**src/logic/wwd_consts.svh**
```systemverilog
// timing counts and option defaults for the window watchdog supervisor
`ifndef WWD_CONSTS_SVH
`define WWD_CONSTS_SVH
`define CLK_PERIOD_NS 10
`define CYC_PER_MS (1000000 / `CLK_PERIOD_NS)
`define CYC_PER_US (1000 / `CLK_PERIOD_NS)
`define FAULT_FAST_MS 50
`define FAULT_SLOW_MS 100
`define SLOW_FACTOR 10
`define OV_DELAY_US 5
`define OV_DELAY_CYC (`OV_DELAY_US * `CYC_PER_US)
`define CLR_LONG_US 5
`define CLR_LONG_CYC (`CLR_LONG_US * `CYC_PER_US)
`define CLR_MIN_NS 400
`define CLR_MIN_CYC ((`CLR_MIN_NS + `CLK_PERIOD_NS - 1) / `CLK_PERIOD_NS)
`define WD_OPTION_DEF 4
`define RST_OPTION_DEF 3
`endif

```
**src/logic/wwd_pkg.sv**
```systemverilog
// types for the window watchdog supervisor
package wwd_pkg;
    typedef enum logic [2:0] {
        RST_HOLD = 3'h1,
        RST_COUNT = 3'h2,
        RST_FREE = 3'h4
    } rst_state_e;
    typedef logic [31:0] count_t;
endpackage : wwd_pkg

```
**src/logic/pin_sync.sv**
```systemverilog
// two-flop synchroniser for asynchronous pin inputs
`timescale 1ns/1ps
module pin_sync #(
    parameter int WIDTH = 1
) (
    input wire logic ref_clk_i, // clock
    input wire logic nrst_i, // async reset, active low
    input wire logic [WIDTH-1:0] async_i, // raw pins
    output logic [WIDTH-1:0] sync_o // synchronised levels
);
    logic [WIDTH-1:0] meta_reg;
    // reset value is all ones: pins idle high
    always_ff @(posedge ref_clk_i or negedge nrst_i) begin
        if (!nrst_i) begin
            meta_reg <= '1;
            sync_o <= '1;
        end else begin
            meta_reg <= async_i;
            sync_o <= meta_reg;
        end
    end
endmodule : pin_sync

```
**src/logic/window_watchdog_supervisor.sv**
```systemverilog
// window watchdog, reset generator and latched overvoltage flag
// Behaviour
// interval timer restarts on falling strobe edge and reset release
// edge before fast limit gives 50 ms low fault pulse
// no edge before slow limit gives 100 ms low fault pulse
// edge inside window only restarts the timer
// processor must strobe within the window
// fast limit power of two 1..4096 ms, slow limit ten times
// reset hold period chosen from fifteen values 1..1500 ms
// reset goes low at once when supply leaves window
// reset held for hold period after supply returns, restart if it leaves
// overvoltage flag latches low 5 us after indication, stays low
// clear pulse of minimum width releases flag once overvoltage gone
// clear activity ignored while overvoltage present
// clear held low over 5 us also asserts reset with hold period
// long clear pulses need high gaps over the hold period
// under supply lockout only reset is driven low; fault and flag are held high
// clear must be low at least 0.4 us to release flag
// after fault, strobe pulses must last at least 24 us
// strobe timing shifted by synchroniser, a few cycles
// slow fault with silence ends pulse and restarts timer
// window and hold options are build-time parameters
`timescale 1ns/1ps
`include "wwd_consts.svh"
module window_watchdog_supervisor #(
    parameter int WD_OPTION = `WD_OPTION_DEF, // 1..13
    parameter int RST_OPTION = `RST_OPTION_DEF, // 1..15
    parameter int CYC_PER_MS = `CYC_PER_MS // shorten for simulation
) (
    input wire logic ref_clk_i, // 100 MHz oscillator
    input wire logic nrst_i, // async reset, active low
    input wire logic lockout_i, // supply below lockout threshold
    input wire logic in_window_i, // comparator: supply in window
    input wire logic overvoltage_i, // comparator: over threshold
    input wire logic watchdog_strobe_in_i, // strobe pin
    input wire logic fault_clear_in_n_i, // clear pin, active low
    output logic watchdog_fault_out_n_o, // fault, active low
    output logic reset_out_n_o, // reset, active low
    output logic overvoltage_flag_out_n_o // latched flag, active low
);
    // ------------------------------------------------------------
    // option tables
    // ------------------------------------------------------------
    function automatic wwd_pkg::count_t hold_ms(input int opt);
        case (opt)
            1: hold_ms = 1;
            2: hold_ms = 5;
            3: hold_ms = 10;
            4: hold_ms = 15;
            5: hold_ms = 20;
            6: hold_ms = 50;
            7: hold_ms = 100;
            8: hold_ms = 150;
            9: hold_ms = 200;
            10: hold_ms = 250;
            11: hold_ms = 300;
            12: hold_ms = 500;
            13: hold_ms = 750;
            14: hold_ms = 1000;
            default: hold_ms = 1500;
        endcase
    endfunction : hold_ms

    localparam wwd_pkg::count_t FAST_MS =
        32'h0000_0001 << (WD_OPTION - 1);
    localparam wwd_pkg::count_t FAST_CYC = FAST_MS * CYC_PER_MS;
    localparam wwd_pkg::count_t SLOW_CYC = FAST_CYC * `SLOW_FACTOR;
    localparam wwd_pkg::count_t HOLD_CYC =
        hold_ms(RST_OPTION) * CYC_PER_MS;
    localparam wwd_pkg::count_t PF_CYC = `FAULT_FAST_MS * CYC_PER_MS;
    localparam wwd_pkg::count_t PS_CYC = `FAULT_SLOW_MS * CYC_PER_MS;

    // ------------------------------------------------------------
    // pin synchronisers
    // ------------------------------------------------------------
    logic [1:0] pins_sync;
    pin_sync #(.WIDTH(2)) u_sync (
        .ref_clk_i(ref_clk_i),
        .nrst_i(nrst_i),
        .async_i({watchdog_strobe_in_i, fault_clear_in_n_i}),
        .sync_o(pins_sync)
    );
    logic strobe_s, clear_n_s, strobe_d_reg;
    assign strobe_s = pins_sync[1];
    assign clear_n_s = pins_sync[0];

    always_ff @(posedge ref_clk_i or negedge nrst_i) begin
        if (!nrst_i) strobe_d_reg <= 1'b1;
        else strobe_d_reg <= strobe_s;
    end
    logic strobe_fall;
    assign strobe_fall = strobe_d_reg && !strobe_s;

    // ------------------------------------------------------------
    // overvoltage flag and clear input
    // ------------------------------------------------------------
    wwd_pkg::count_t ov_cnt_reg, clr_cnt_reg;
    logic ov_latched_reg, clr_long_reg;
    always_ff @(posedge ref_clk_i or negedge nrst_i) begin
        if (!nrst_i) ov_cnt_reg <= '0;
        else if (!overvoltage_i) ov_cnt_reg <= '0;
        else if (ov_cnt_reg < `OV_DELAY_CYC) ov_cnt_reg <= ov_cnt_reg + 1;
    end
    // clear low time counted only outside overvoltage
    always_ff @(posedge ref_clk_i or negedge nrst_i) begin
        if (!nrst_i) clr_cnt_reg <= '0;
        else if (clear_n_s || overvoltage_i) clr_cnt_reg <= '0;
        else if (clr_cnt_reg <= `CLR_LONG_CYC) clr_cnt_reg <= clr_cnt_reg + 1;
    end
    always_ff @(posedge ref_clk_i or negedge nrst_i) begin
        if (!nrst_i) clr_long_reg <= 1'b0;
        else clr_long_reg <= (clr_cnt_reg > `CLR_LONG_CYC - 1);
    end
    logic ov_set;
    assign ov_set = overvoltage_i && (ov_cnt_reg >= `OV_DELAY_CYC - 1);
    // set wins over clear; clear needs condition gone
    always_ff @(posedge ref_clk_i or negedge nrst_i) begin
        if (!nrst_i) ov_latched_reg <= 1'b0;
        else if (ov_set) ov_latched_reg <= 1'b1;
        else if (!overvoltage_i && clr_cnt_reg >= `CLR_MIN_CYC - 1 &&
                 !clear_n_s)
            ov_latched_reg <= 1'b0;
    end

    // ------------------------------------------------------------
    // reset generator
    // ------------------------------------------------------------
    wwd_pkg::rst_state_e rst_state_reg;
    wwd_pkg::count_t hold_cnt_reg;
    logic rst_cause;
    assign rst_cause = !in_window_i || clr_long_reg;
    always_ff @(posedge ref_clk_i or negedge nrst_i) begin
        if (!nrst_i) begin
            rst_state_reg <= wwd_pkg::RST_HOLD;
            hold_cnt_reg <= '0;
        end else if (rst_cause) begin
            rst_state_reg <= wwd_pkg::RST_HOLD;
            hold_cnt_reg <= '0;
        end else begin
            case (rst_state_reg)
                wwd_pkg::RST_HOLD: begin
                    rst_state_reg <= wwd_pkg::RST_COUNT;
                    hold_cnt_reg <= '0;
                end
                wwd_pkg::RST_COUNT: begin
                    if (hold_cnt_reg >= HOLD_CYC - 2)
                        rst_state_reg <= wwd_pkg::RST_FREE;
                    else hold_cnt_reg <= hold_cnt_reg + 1;
                end
                wwd_pkg::RST_FREE: rst_state_reg <= wwd_pkg::RST_FREE;
                default: rst_state_reg <= wwd_pkg::RST_HOLD;
            endcase
        end
    end
    logic rst_free;
    assign rst_free = (rst_state_reg == wwd_pkg::RST_FREE);
    logic rst_free_d_reg;
    always_ff @(posedge ref_clk_i or negedge nrst_i) begin
        if (!nrst_i) rst_free_d_reg <= 1'b0;
        else rst_free_d_reg <= rst_free;
    end

    // ------------------------------------------------------------
    // window watchdog
    // ------------------------------------------------------------
    wwd_pkg::count_t wd_cnt_reg, pulse_cnt_reg;
    logic wd_fault_reg;
    logic slow_expire;
    assign slow_expire = (wd_cnt_reg >= SLOW_CYC) && !wd_fault_reg;
    // timer runs only while reset is released
    always_ff @(posedge ref_clk_i or negedge nrst_i) begin
        if (!nrst_i) wd_cnt_reg <= '0;
        else if (!rst_free || (rst_free && !rst_free_d_reg))
            wd_cnt_reg <= '0;
        else if (strobe_fall) wd_cnt_reg <= '0;
        else if (wd_fault_reg && pulse_cnt_reg == 32'h0000_0001)
            wd_cnt_reg <= '0;
        else if (!slow_expire && wd_cnt_reg < SLOW_CYC)
            wd_cnt_reg <= wd_cnt_reg + 1;
    end
    // a strobe during a pulse is not rejudged; limits the 24 us hazard
    always_ff @(posedge ref_clk_i or negedge nrst_i) begin
        if (!nrst_i) begin
            wd_fault_reg <= 1'b0;
            pulse_cnt_reg <= '0;
        end else if (!rst_free) begin
            wd_fault_reg <= 1'b0;
            pulse_cnt_reg <= '0;
        end else if (wd_fault_reg) begin
            if (pulse_cnt_reg == 32'h0000_0001) wd_fault_reg <= 1'b0;
            pulse_cnt_reg <= pulse_cnt_reg - 1;
        end else if (strobe_fall && wd_cnt_reg < FAST_CYC) begin
            wd_fault_reg <= 1'b1;
            pulse_cnt_reg <= PF_CYC;
        end else if (slow_expire) begin
            wd_fault_reg <= 1'b1;
            pulse_cnt_reg <= PS_CYC;
        end
    end

    // ------------------------------------------------------------
    // outputs under lockout
    // ------------------------------------------------------------
    always_ff @(posedge ref_clk_i or negedge nrst_i) begin
        if (!nrst_i) begin
            reset_out_n_o <= 1'b0;
            watchdog_fault_out_n_o <= 1'b1;
            overvoltage_flag_out_n_o <= 1'b1;
        end else if (lockout_i) begin
            reset_out_n_o <= 1'b0;
            watchdog_fault_out_n_o <= 1'b1;
            overvoltage_flag_out_n_o <= 1'b1;
        end else begin
            reset_out_n_o <= rst_free;
            watchdog_fault_out_n_o <= !wd_fault_reg;
            overvoltage_flag_out_n_o <= !(ov_latched_reg || ov_set);
        end
    end

    // ------------------------------------------------------------
    // checks
    // ------------------------------------------------------------
    reset_low_a: assert property (
        @(posedge ref_clk_i) disable iff (!nrst_i)
        !in_window_i |=> ##1 !reset_out_n_o)
        else $error("reset not low after supply left window");
    hold_start_a: assert property (
        @(posedge ref_clk_i) disable iff (!nrst_i)
        rst_cause ##1 !rst_cause |=> !rst_free [*2])
        else $error("reset released too soon");
    ov_latch_a: assert property (
        @(posedge ref_clk_i) disable iff (!nrst_i)
        ov_set |=> ov_latched_reg)
        else $error("flag did not latch");
    ov_keep_a: assert property (
        @(posedge ref_clk_i) disable iff (!nrst_i)
        overvoltage_i && ov_latched_reg |=> ov_latched_reg)
        else $error("flag cleared during overvoltage");
    clr_reset_a: assert property (
        @(posedge ref_clk_i) disable iff (!nrst_i)
        clr_long_reg |=> !rst_free)
        else $error("long clear did not force reset");
    fast_fault_a: assert property (
        @(posedge ref_clk_i) disable iff (!nrst_i)
        rst_free && !wd_fault_reg && strobe_fall && wd_cnt_reg < FAST_CYC
        |=> wd_fault_reg && pulse_cnt_reg == PF_CYC)
        else $error("fast fault pulse missing");
    slow_fault_a: assert property (
        @(posedge ref_clk_i) disable iff (!nrst_i)
        rst_free && slow_expire && !strobe_fall
        |=> wd_fault_reg && pulse_cnt_reg == PS_CYC)
        else $error("slow fault pulse missing");
    window_ok_a: assert property (
        @(posedge ref_clk_i) disable iff (!nrst_i)
        rst_free && !wd_fault_reg && strobe_fall && wd_cnt_reg >= FAST_CYC
        && wd_cnt_reg < SLOW_CYC |=> !wd_fault_reg && wd_cnt_reg == 0)
        else $error("in-window strobe misjudged");
    lockout_out_a: assert property (
        @(posedge ref_clk_i) disable iff (!nrst_i)
        lockout_i |=> !reset_out_n_o)
        else $error("lockout did not force reset");
endmodule : window_watchdog_supervisor

```
**config.mk**
```make
export PLATFORM = sky130hd
export DESIGN_NAME = window_watchdog_supervisor
export DESIGN_NICKNAME = d
export VERILOG_FILES = /design/src/logic/wwd_pkg.sv /design/src/logic/pin_sync.sv /design/src/logic/window_watchdog_supervisor.sv
export VERILOG_INCLUDE_DIRS = /design/src /design/src/logic
export SDC_FILE = /design/constraint.sdc
export NUM_CORES = 1
export LEC_CHECK = 0
export ABC_CLOCK_PERIOD_IN_PS = 3200
export BUFFER_PORTS_ARGS = -buffer_cell sky130_fd_sc_hd__buf_4
export CAP_MARGIN = 25
export CORE_MARGIN = 2
export CORE_UTILIZATION = 63
export CTS_CLUSTER_SIZE = 24
export DETAILED_ROUTE_END_ITERATION = 16
export PLACE_DENSITY = 0.8
export SETUP_SLACK_MARGIN = 0.5
export SYNTH_ARGS = -nofsm -noshare
export SYNTH_HDL_FRONTEND = slang
export SYNTH_SLANG_ARGS = --single-unit
```
**constraint.sdc**
```tcl
create_clock -name ref_clk_i -period 3.2 [get_ports ref_clk_i]
set_input_delay 0.32 -clock ref_clk_i [delete_from_list [all_inputs] [get_ports ref_clk_i]]
set_output_delay 0.32 -clock ref_clk_i [all_outputs]
set_load 0.05 [all_outputs]
```
==> results of run 1 <==
-- cells by family (layout without fill, tap and decap cells) --
group | Yosys count | after routing
AO/OA/AOI/OAI | 154 | 154
multiplexers | 17 | 17
adder cells (fa/ha/maj) | 9 | 9
flip-flops | 175 | 175
buffers and inverters | 61 | 77
XOR/XNOR | 21 | 21
AND/OR/NAND/NOR | 406 | 406
-- final timing paths --
kind | slack (ns) | cells past startpoint | endpoint
max | 0.58 | 5 | pulse_cnt_reg[29]
min | 0.05 | 2 | reset_out_n_o
max reg2reg | 0.58 | 5 | pulse_cnt_reg[29]
min reg2reg | 0.36 | 0 | u_sync.sync_o[1]
max in group asynchronous | 1.79 | 3 | u_sync.sync_o[0]
min in group asynchronous | 0.48 | 2 | pulse_cnt_reg[2]
-- cells in the mapped netlist, types with 17 or more instances --
master | instances | area share, %
dfrtp_1 | 167 | 49
and2_1 | 59 | 4.3
nand2_1 | 59 | 2.6
nor2_1 | 51 | 2.2
a21oi_1 | 36 | 2.1
nand3_1 | 35 | 2.1
nor3_1 | 34 | 2.0
clkbuf_1 | 33 | 1.5
nor4_1 | 32 | 2.3
nand4_1 | 25 | 1.8
or4_1 | 22 | 1.9
o31ai_1 | 21 | 1.8
or3_1 | 21 | 1.5
and3_1 | 19 | 1.4
mux2i_1 | 17 | 2.0
-- power groups by stage --
stage | registers [uW] | logic, uW | clock network, uW
finish | 2260 | 247 | 2050
global route | 2260 | 277 | 2170
CTS | 2260 | 247 | 2080
detailed placement | 2300 | 242 | 0
global placement | 2290 | 231 | 0
floorplan | 2290 | 142 | 0
-- cell type report --
| cell class | instances | area [um2] |
|---|---|---|
| Inverter | 17 | 63.8 |
| Timing Repair Buffer | 28 | 234 |
| Clock buffer | 19 | 443 |
| Clock inverter | 13 | 140 |
| Fill cell | 976 | 3880 |
| Tap cell | 176 | 220 |
| Multi-Input combinational cell | 607 | 3880 |
| Sequential cell | 175 | 4390 |
-- layer usage --
metal  up-vias  routed length (um)  GRT usage [%]
met2       247                8980           42.6
met4         0                 364           10.5
met1      3326                8180           36.9
met3        45                 964           5.94
li1       3147                   -              -
met5         -                   0              0
-- through the flow --
stage	utilization (%)	worst slack, ns	instance area, um2
3_5_place_dp	65.8	0.582	8710
3_3_place_gp	65.8	0.666	8710
6_report	70.7	0.582	9370
2_1_floorplan	-	0.730	8530
4_1_cts	70.4	0.567	9330
5_1_grt	70.7	0.517	9370
-- worst max-delay path, cell delays in order (launching register included) --
cell,delay (ns)
dfrtp_1,0.46
or4_4,0.53
or4_1,0.56
or4_4,0.56
a32o_1,0.23
a21o_1,0.17
-- repair_timing --
action                                 4_1_cts  5_1_grt
hold buffers                                 3        0
endpoints found under the hold margin       75        0
buffers inserted                             0        3
setup endpoints to repair                    0       41
resized for setup                            0        3
==> summary.md, run 1 <==
| Metric | Value |
|---|---|
| Outcome | finished, final reports clean |
| # IOs | 10 |
| Post-Synth Adder-Cell Area | 1.32% |
| Ys Warns | 0 |
| Setup violators final | 0 |
| Period utilisation layout | around 82% |
| Startpoint Class | flip-flop |
| Global-route wire length before repair | 31.5 mm |
| Largest net degree at the start of global routing | 77 |
| Inst Count DP | 997 |
| Max Clk Rate | 382 MHz |
| Total chip power | approximately 4600 uW |
| Mux share of post-synthesis cell area | ~2% |
| Worst EP required | 3.53 ns |
| Syn nets | ~860 |
| Antenna violations before repair | 0 |
| PwrDens | 486 nW/um2 |
| Mean post-synth cell area | 10.1 um2 |
| Vias in the first global route | roughly 6500 |
| H-tree levels | 4 |
| Slew HR | between 40% and 50% |
| Residual DRC count | 0 |
| Fin Hold WS | between 0.04 and 0.05 ns |
| Clock transition at path regs | 0.07 ns |
| WP data arrival | 2.94 ns |
| GP Congestion | 0.873 |
| Sw Ratio | around a quarter |
| Via count | just under 7000 |
| Sw Pwr | 1120 uW |
| Antenna Cells | 0 |
| Number of CTS-inserted buffers | 17 |
| Iteration-0 DRC Markers | 751 |
| Netlist cell types | 72 |
| Core area | 13200 um2 |
| Worst Setup SP | pulse_cnt_reg[20] |
| Hold path start | lockout_i |
| Post-synth EDFFs | 0 |
| Rows | 42 |
| Fin. max-slew vios | 0 |
| Crit path max fanout | 8 |
| Gate power share | 5.4% |
| Total wire length | 18.5 mm |
| Clock power share | 45.0% |
| Sequential element share of the synthesized area | 51.5% |
| Synth Area in XOR/XNOR | 2.16% |
| Synthesis-stage register bit count | about 180 |
| Worst vdd ir | about 400 uV |
| Die Wd | 120 um |
| Post-route ant nets | 0 |
| Seq pwr share | 49.5% |
| Maximum root-to-sink buffer count | 2 |
| Clock root buffer | clkbuf_16 |
| Initial Util | between 60 and 70% |
| Sink Count | roughly 180 |
| Non-Filler Instances | 1035 |
| 1st-pass router iterations | 7 |
| Die ar. | between 10000 and 15000 um2 |
| Simple-gate share of the synthesized area | 26.8% |
| Final min period | 2.62 ns |
| Layout cells sized above 1 | 10.2% |
| Post-DR wirelength/cell | 17.9 um |
| Layout Skew | 0.00788 ns |
| Total Neg Setup Slack | 0 ns |
| Most frequent cells in the layout | dfrtp_1 (167), nand2_1 (59), and2_1 (59) |
| All-Layer GR Usage | 27.0% |
| Setup Crit Path Kind | flip-flop to flip-flop |
| Grt ovf | 0 |
| Synth-to-Final Area Change | 9.85% |
| RSZ-0062 raised after global routing | false |
| Critical Path Sink Type | flip-flop |
| CTS tree | built |
| Worst-skew pair later-pin latency | 0.43 ns |
| Die Ht | 120 um |
| Internal | approximately 3400 uW |
| Commonest non-fill, non-tap cell in the layout | dfrtp_1 |
| Post-Syn Instances | 843 |
| Port-buffer cells | 9 |
| Synth Cell Area | 8530 um2 |
| Layout net count | 862 |
| Least-Margin Pin Slew | 0.873 ns |
| Detailed placer's ending HPWL | 11.7 mm |
| Endpoints failing hold | 0 |
| Static leakage | roughly 0.0043 uW |
| Reg-to-reg startpoint | pulse_cnt_reg[20] |
| MaxCap Viol Count | 0 |
| Largest family of logic cells by synthesized area | simple AND/OR/NAND/NOR gates |
| Post-synth ARST share | 100% |
| Post-DR vias/cell | ~6.5 |
| Post-synthesis compound-gate area fraction | 13.0% |
| Primary FF master, synth | dfrtp_1 |
| Worst hold path class | primary input to flip-flop |
Power figures use the tool's default switching activity.
==> inputs of run 2 (changes only) <==
--- a/config.mk
+++ b/config.mk
@@ -6,7 +6,7 @@
 export SDC_FILE = /design/constraint.sdc
 export NUM_CORES = 1
 export LEC_CHECK = 0
-export ABC_CLOCK_PERIOD_IN_PS = 3200
+export ABC_CLOCK_PERIOD_IN_PS = 2710
 export BUFFER_PORTS_ARGS = -buffer_cell sky130_fd_sc_hd__buf_4
 export CAP_MARGIN = 25
 export CORE_MARGIN = 2
==> constraint.sdc (replaced) <==
create_clock -name ref_clk_i -period 2.71 [get_ports ref_clk_i]
set_input_delay 0.271 -clock ref_clk_i [delete_from_list [all_inputs] [get_ports ref_clk_i]]
set_output_delay 0.271 -clock ref_clk_i [all_outputs]
set_load 0.05 [all_outputs]
==> run 2 against run 1 <==
  * Clock skew grew 0.00077 ns
  * Largest power group unchanged
  * Sequential cell count did not move
  * Critical path type unchanged
  * Combinational power rose by 35%
  * Global-route usage increased by 2.7 points
  * Highest routed layer unchanged
  * First-iteration DRC count up 47%
==> summary.md, run 2 (same netlist as run 1, synthesis figures left out) <==
| Metric | Value |
|---|---|
| Outcome | finished, final reports clean |
| Maximum root-to-sink buffer count | 2 (unchanged) |
| Sink Count | 175 (unchanged) |
| Startpoint Class | flip-flop |
| Most frequent cells in the layout | dfrtp_1 (160), buf_4 (65), and2_1 (58) |
| Antenna violations before repair | 0 (unchanged) |
| # IOs | 10 (unchanged) |
| Critical Path Sink Type | flip-flop |
| Initial Util | 64.4% (unchanged) |
| H-tree levels | 4 (unchanged) |
| Critical-path cell list | or4_4 > or4_4 > or4_4 > a32o_1 > a21o_1 |
| Global-route wire length before repair | 34.4 mm (+9.4%) |
| Worst vdd ir | 496 uV (+23%) |
| Slew HR | 33.1% (-8.5 points) |
| Hold path start | lockout_i |
| Static leakage | 0.00470 uW (+8.8%) |
| Total chip power | 5510 uW (+21%) |
| Via count | 7568 (+12%) |
| Crit path max-delay family | simple AND/OR/NAND/NOR gates |
| Largest net degree at the start of global routing | 78 (+1.3%) |
| Detailed placer's ending HPWL | 12.5 mm (+6.8%) |
| MaxCap Viol Count | 0 (unchanged) |
| Period utilisation layout | 90.3% (+8.5 points) |
| Worst Reg2Reg Path Length in Cells | 5 (unchanged) |
| Iteration-0 DRC Markers | 1101 (+47%) |
| Grt ovf | 0 (unchanged) |
| CTS tree | built |
| Least-Margin Pin Slew | 1.00 ns (+0.127 ns) |
| Vias in the first global route | 6959 (+7.0%) |
| Sequential cell area | 4400 um2 (+0.20%) |
| Setup Crit Path Kind | flip-flop to flip-flop |
| Worst hold path class | primary input to flip-flop |
| Die Ht | 120 um (unchanged) |
| Worst-path cell with the longest stage delay | or4_4 |
| Commonest non-fill, non-tap cell in the layout | dfrtp_1 |
| Antenna Cells | 0 (unchanged) |
| Count of buffer and inverter cells on the critical path | 0 (unchanged) |
| Number of CTS-inserted buffers | 17 (unchanged) |
| Total wire length | 22.8 mm (+23%) |
| Final min period | 2.45 ns (-0.170 ns) |
| Reg-to-reg startpoint | pulse_cnt_reg[22] |
| Setup violators final | 0 (unchanged) |
| Worst EP required | 3.03 ns (-0.50 ns) |
| Layout cells sized above 1 | 23.5% (+13 points) |
| Crit path max fanout | 2 (-6) |
| Final Worst Setup Slack | 0.262 ns (-0.320 ns) |
| Internal reg-to-reg setup slack | 0.26 ns (-0.32 ns) |
| Endpoints failing hold | 0 (unchanged) |
| Reg-to-Reg End | pulse_cnt_reg[29] |
| Post-route ant nets | 0 (unchanged) |
| Post-DR vias/cell | 6.96 (+6.4%) |
| Residual DRC count | 0 (unchanged) |
| Number of fill cells in the layout | 756 (-23%) |
| Clock root buffer | clkbuf_16 |
| Worst-skew pair later-pin latency | 0.43 ns (about the same) |
| All-Layer GR Usage | 29.7% (+2.7 points) |
| Footprint of the multi-input gates | 4360 um2 (+12%) |
| Synth-to-Final Area Change | 21.3% |
| Rows | 42 (unchanged) |
| Non-Filler Instances | 1088 (+5.1%) |
| Post-DR wirelength/cell | 21.0 um (+17%) |
| Total Neg Setup Slack | 0 ns (unchanged) |
| Port-buffer cells | 9 (unchanged) |
| Clock transition at path regs | 0.07 ns (about the same) |
| Core area | 13200 um2 (unchanged) |
| GP Congestion | 0.947 (+8.5%) |
| Die Wd | 120 um (unchanged) |
| Max Clk Rate | 409 MHz (+7.0%) |
| Most common cell on crit path | or4_4 |
| Place WS | 0.110 ns (-0.472 ns) |
| Layout net count | 916 (+6.3%) |
| End of the worst hold path | reset_out_n_o |
| 1st-pass router iterations | 7 (unchanged) |
| WP data arrival | 2.77 ns (-0.17 ns) |
| Fin. max-slew vios | 0 (unchanged) |
| Inst Count DP | 1009 (+1.2%) |
| RSZ-0062 raised after global routing | true |
| Die ar. | 14500 um2 (unchanged) |
| Hold Crit Depth | 2 (unchanged) |
| Crit-path max cell delay | 0.55 ns (about the same) |
| PwrDens | 532 nW/um2 (+9.4%) |
| Layout Skew | 0.00865 ns (+0.000771 ns) |
## run 2: cell types whose count changed in the layout (fill, tap and decap cells not counted), moves of 6 or more
cell,before,now
buf_4,23,65
a21oi_1,36,16
a21oi_2,0,20
nor4_1,32,24
dfrtp_1,167,160
dfrtp_2,0,7
nor2_1,51,44
or4_1,22,16
or4_4,3,9
## run 2: per-layer routing
layer,vias to the layer above,wire (um),track usage (%)
met1,3690,8890,39.9
met5,-,0,0
met4,0,826,11.2
met2,497,11200,48.3
li1,3270,-,-
met3,111,1910,5.90
## run 2: worst register-to-register path: cells and delay by family, from the launching register on
family | cells | cell delay, ns
compound gates | 2 | 0.43
simple gates | 3 | 1.52
flops | 1 | 0.40
## run 2: layout make-up
| type | instances | area share [%] |
|---|---|---|
| Clock buffer | 23 | 4.81 |
| Clock inverter | 8 | 1.02 |
| Tap cell | 176 | 2.13 |
| Multi-Input combinational cell | 611 | 42.1 |
| Inverter | 17 | 0.617 |
| Sequential cell | 175 | 42.5 |
| Timing Repair Buffer | 78 | 6.77 |
## run 2: worst max path at each step
stage,start,endpoint,slack [ns],depth (start not counted)
5_1_grt,pulse_cnt_reg[22],pulse_cnt_reg[29],0.24,5
2_1_floorplan,pulse_cnt_reg[22],pulse_cnt_reg[29],0.24,6
6_report,pulse_cnt_reg[22],pulse_cnt_reg[29],0.26,5
3_5_place_dp,pulse_cnt_reg[20],pulse_cnt_reg[29],0.11,5
3_3_place_gp,pulse_cnt_reg[22],pulse_cnt_reg[29],0.18,5
4_1_cts,pulse_cnt_reg[22],pulse_cnt_reg[29],0.31,5
## run 2: metrics by stage
step / cell area (um2) / utilization (%) / hold WS (ns)
after floorplan: 8540 / - / -0.0246
after global placement: 8820 / 66.6 / 0.345
after detailed placement: 8820 / 66.6 / 0.348
after CTS: 9790 / 73.9 / 0.0212
after global routing: 10300 / 78.1 / 0.0183
final: 10300 / 78.1 / 0.0211
## run 2: repair_timing
action | CTS | global route
endpoints found under the hold margin | 73 | 0
setup buffers | 15 | 23
cloned | 3 | 4
endpoints found under the setup margin | 66 | 84
hold buffers | 3 | 0
pin swaps | 12 | 43
resized for setup | 36 | 74
## run 2: report_power, final
part / switching [uW] / total, uW / internal, uW
Combinational: 233 / 334 / 101
Clock: 1030 / 2510 / 1480
Sequential: 24.1 / 2660 / 2640
==> inputs of run 3 (changes only) <==
--- a/config.mk
+++ b/config.mk
@@ -9,11 +9,13 @@
 export ABC_CLOCK_PERIOD_IN_PS = 2710
 export BUFFER_PORTS_ARGS = -buffer_cell sky130_fd_sc_hd__buf_4
 export CAP_MARGIN = 25
-export CORE_MARGIN = 2
-export CORE_UTILIZATION = 63
+export CELL_PAD_IN_SITES_DETAIL_PLACEMENT = 0
+export CELL_PAD_IN_SITES_GLOBAL_PLACEMENT = 2
+export CORE_MARGIN = 5
+export CORE_UTILIZATION = 42
 export CTS_CLUSTER_SIZE = 24
 export DETAILED_ROUTE_END_ITERATION = 16
-export PLACE_DENSITY = 0.8
+export PLACE_DENSITY_LB_ADDON = 0.1
 export SETUP_SLACK_MARGIN = 0.5
 export SYNTH_ARGS = -nofsm -noshare
 export SYNTH_HDL_FRONTEND = slang
==> run 3 against run 2 <==
  * Highest routed layer unchanged
  * Routed wire length shrank 5.5%
  * Sequential cell count unchanged
  * Sequential power is essentially flat
  * Worst setup slack improved by 0.043 ns
==> summary.md, run 3 (same netlist as run 1, synthesis figures left out) <==
| Metric | Value |
|---|---|
| Max Clk Rate | 416 MHz (+1.8%) |
| All-Layer GR Usage | 18.3% (-11 points) |
| Worst Reg2Reg Path Length in Cells | 5 (unchanged) |
| Least-Margin Pin Slew | 0.700 ns (-0.301 ns) |
| Critical-path cell list | or4_4 > or4_4 > or4_4 > a32o_1 > a21o_1 |
| Sink Count | 175 (unchanged) |
| CP Capture Point | pulse_cnt_reg[29] |
| PwrDens | 525 nW/um2 (-1.3%) |
| Reg-to-Reg End | pulse_cnt_reg[29] |
| Critical path depth | 5 (unchanged) |
| Worst-path cell with the longest stage delay | or4_4 |
| GP Congestion | 0.817 (-14%) |
| Largest net degree at the start of global routing | 58 (-26%) |
| Internal | 4010 uW (-5.1%) |
| Final min period | 2.40 ns (-0.0432 ns) |
| Fin. max-slew vios | 0 (unchanged) |
| MaxCap Viol Count | 0 (unchanged) |
| Total wire length | 21.5 mm (-5.5%) |
| Sw Pwr | 1420 uW (+10%) |
| Count of buffer and inverter cells on the critical path | 0 (unchanged) |
| Worst EP required | 3.03 ns (about the same) |
| Endpoints failing hold | 0 (unchanged) |
| Number of fill cells in the layout | 1798 (+140%) |
| Grt ovf | 0 (unchanged) |
| Worst hold path class | primary input to flip-flop |
| Sw Ratio | 26.1% (+2.8 points) |
| Clock root buffer | clkbuf_16 |
| RSZ-0062 raised after global routing | true |
| Iteration-0 DRC Markers | 444 (-60%) |
| Critical Path Sink Type | flip-flop |
| Antenna Cells | 0 (unchanged) |
| Antenna violations before repair | 0 (unchanged) |
| Die Ht | 152 um (+27%) |
| WP data arrival | 2.72 ns (-0.05 ns) |
| Layout Skew | 0.0129 ns (+0.00425 ns) |
| Die Wd | 152 um (+27%) |
| Initial Util | 42.4% (-22 points) |
| Global-route wire length before repair | 35.4 mm (+2.8%) |
| Crit-path max cell delay | 0.54 ns (about the same) |
| Non-Filler Instances | 1188 (+9.2%) |
| Rows | 52 (+24%) |
| Most common cell on crit path | or4_4 |
| Worst vdd ir | 407 uV (-18%) |
| Worst-skew pair later-pin latency | 0.43 ns (about the same) |
| Commonest non-fill, non-tap cell in the layout | dfrtp_1 |
| Clock power share | 44.8% (-0.7 points) |
| Period utilisation layout | 88.7% (-1.6 points) |
| Reg-to-reg startpoint | pulse_cnt_reg[22] |
| Worst Setup SP | pulse_cnt_reg[22] |
| Residual DRC count | 0 (unchanged) |
| Clock transition at path regs | 0.07 ns (about the same) |
| Synth-to-Final Area Change | 21.1% |
| Outcome | finished, final reports clean |
| Via count | 6912 (-8.7%) |
| Crit path max fanout | 3 (+1) |
| Total Neg Setup Slack | 0 ns (unchanged) |
| CTS tree | built |
| Internal reg-to-reg setup slack | 0.31 ns (+0.04 ns) |
| Seq pwr share | 49.0% (+0.6 points) |
| Most frequent cells in the layout | dfrtp_1 (157), buf_4 (68), nand2_1 (58), and2_1 (58), nor2_1 (51) |
| Maximum root-to-sink buffer count | 2 (unchanged) |
| Slew HR | 53.2% (+20 points) |
| Post-route ant nets | 0 (unchanged) |
| Core area | 20100 um2 (+52%) |
| H-tree levels | 4 (unchanged) |
| Setup violators final | 0 (unchanged) |
| Crit path max-delay family | simple AND/OR/NAND/NOR gates |
| Port-buffer cells | 9 (unchanged) |
| Die ar. | 23300 um2 (+61%) |
| Post-DR wirelength/cell | 18.1 um (-13%) |
| # IOs | 10 (unchanged) |
| Layout net count | 921 (+0.55%) |
| Layout cells sized above 1 | 21.5% (-2.0 points) |
| Detailed placer's ending HPWL | 13.6 mm (+8.7%) |
| 1st-pass router iterations | 5 (-2) |
| Number of CTS-inserted buffers | 17 (unchanged) |
| Gate power share | 6.2% (about the same) |
| Inst Count DP | 1115 (+11%) |
| Post-DR vias/cell | 5.82 (-16%) |
| Setup Crit Path Kind | flip-flop to flip-flop |
| Vias in the first global route | 6819 (-2.0%) |
| Static leakage | 0.00472 uW (+0.47%) |
| Startpoint Class | flip-flop |
## run 3: cell count changes in the layout (fill, tap and decap cells not counted), moves of 5 or more
cell,delta
a21oi_1,+15
buf_6,+5
nor2_4,-5
inv_8,+5
nor2_1,+7
a21oi_2,-15
## run 3: how the worst min path moves through the flow
stage                     cells past startpoint      start                to  slack (ns)
after floorplan                               0     nrst_i    clr_cnt_reg[0]       -0.02
after global placement                        1     nrst_i  hold_cnt_reg[14]        0.24
after detailed placement                      1     nrst_i  hold_cnt_reg[10]        0.24
after CTS                                     2  lockout_i     reset_out_n_o        0.05
after global routing                          2  lockout_i     reset_out_n_o        0.05
final                                         2  lockout_i     reset_out_n_o        0.06
## run 3: final cells by class
cell class	instances	area (um2)	share of cell area, %
Clock buffer	19	443	4.29
Clock inverter	13	141	1.37
Inverter	17	63.8	0.618
Multi-Input combinational cell	609	4200	40.7
Sequential cell	175	4400	42.6
Tap cell	270	338	3.27
Timing Repair Buffer	85	737	7.14
## run 3: power groups by stage
stage | combinational (uW) | sequential (uW) | clock, uW
3_3_place_gp | 305 | 2710 | 0
6_report | 336 | 2660 | 2430
3_5_place_dp | 311 | 2710 | 0
5_1_grt | 377 | 2660 | 2600
2_1_floorplan | 169 | 2710 | 0
4_1_cts | 333 | 2660 | 2490
## run 3: metal layers
metal | part of all wire (%) | GRT usage, % | vias to the layer above
met5 | 0 | 0 | -
met3 | 3.3 | 3.18 | 19
met2 | 46 | 28.7 | 128
li1 | - | - | 3300
met1 | 49 | 26.6 | 3465
met4 | 1.1 | 4.58 | 0
## run 3: metrics by stage
stage | cell area, um2 | setup WS, ns | hold slack (ns) | utilization (%) | power (uW)
CTS | 9960 | 0.305 | 0.0468 | 49.6 | 5480
floorplan | 8540 | 0.240 | -0.0246 | - | 2880
global placement | 9030 | 0.240 | 0.237 | 44.9 | 3010
finish | 10300 | 0.305 | 0.0646 | 51.4 | 5430
global route | 10300 | 0.262 | 0.0537 | 51.4 | 5640
detailed placement | 9030 | 0.195 | 0.244 | 44.9 | 3020
## run 3: repair_timing
item | in CTS | in global routing
gates resized for setup | 33 | 47
gates cloned | 2 | 3
setup endpoints to repair | 73 | 77
hold endpoints to repair | 45 | 0
pin swaps | 13 | 22
setup buffers | 19 | 14
hold buffers | 3 | 0
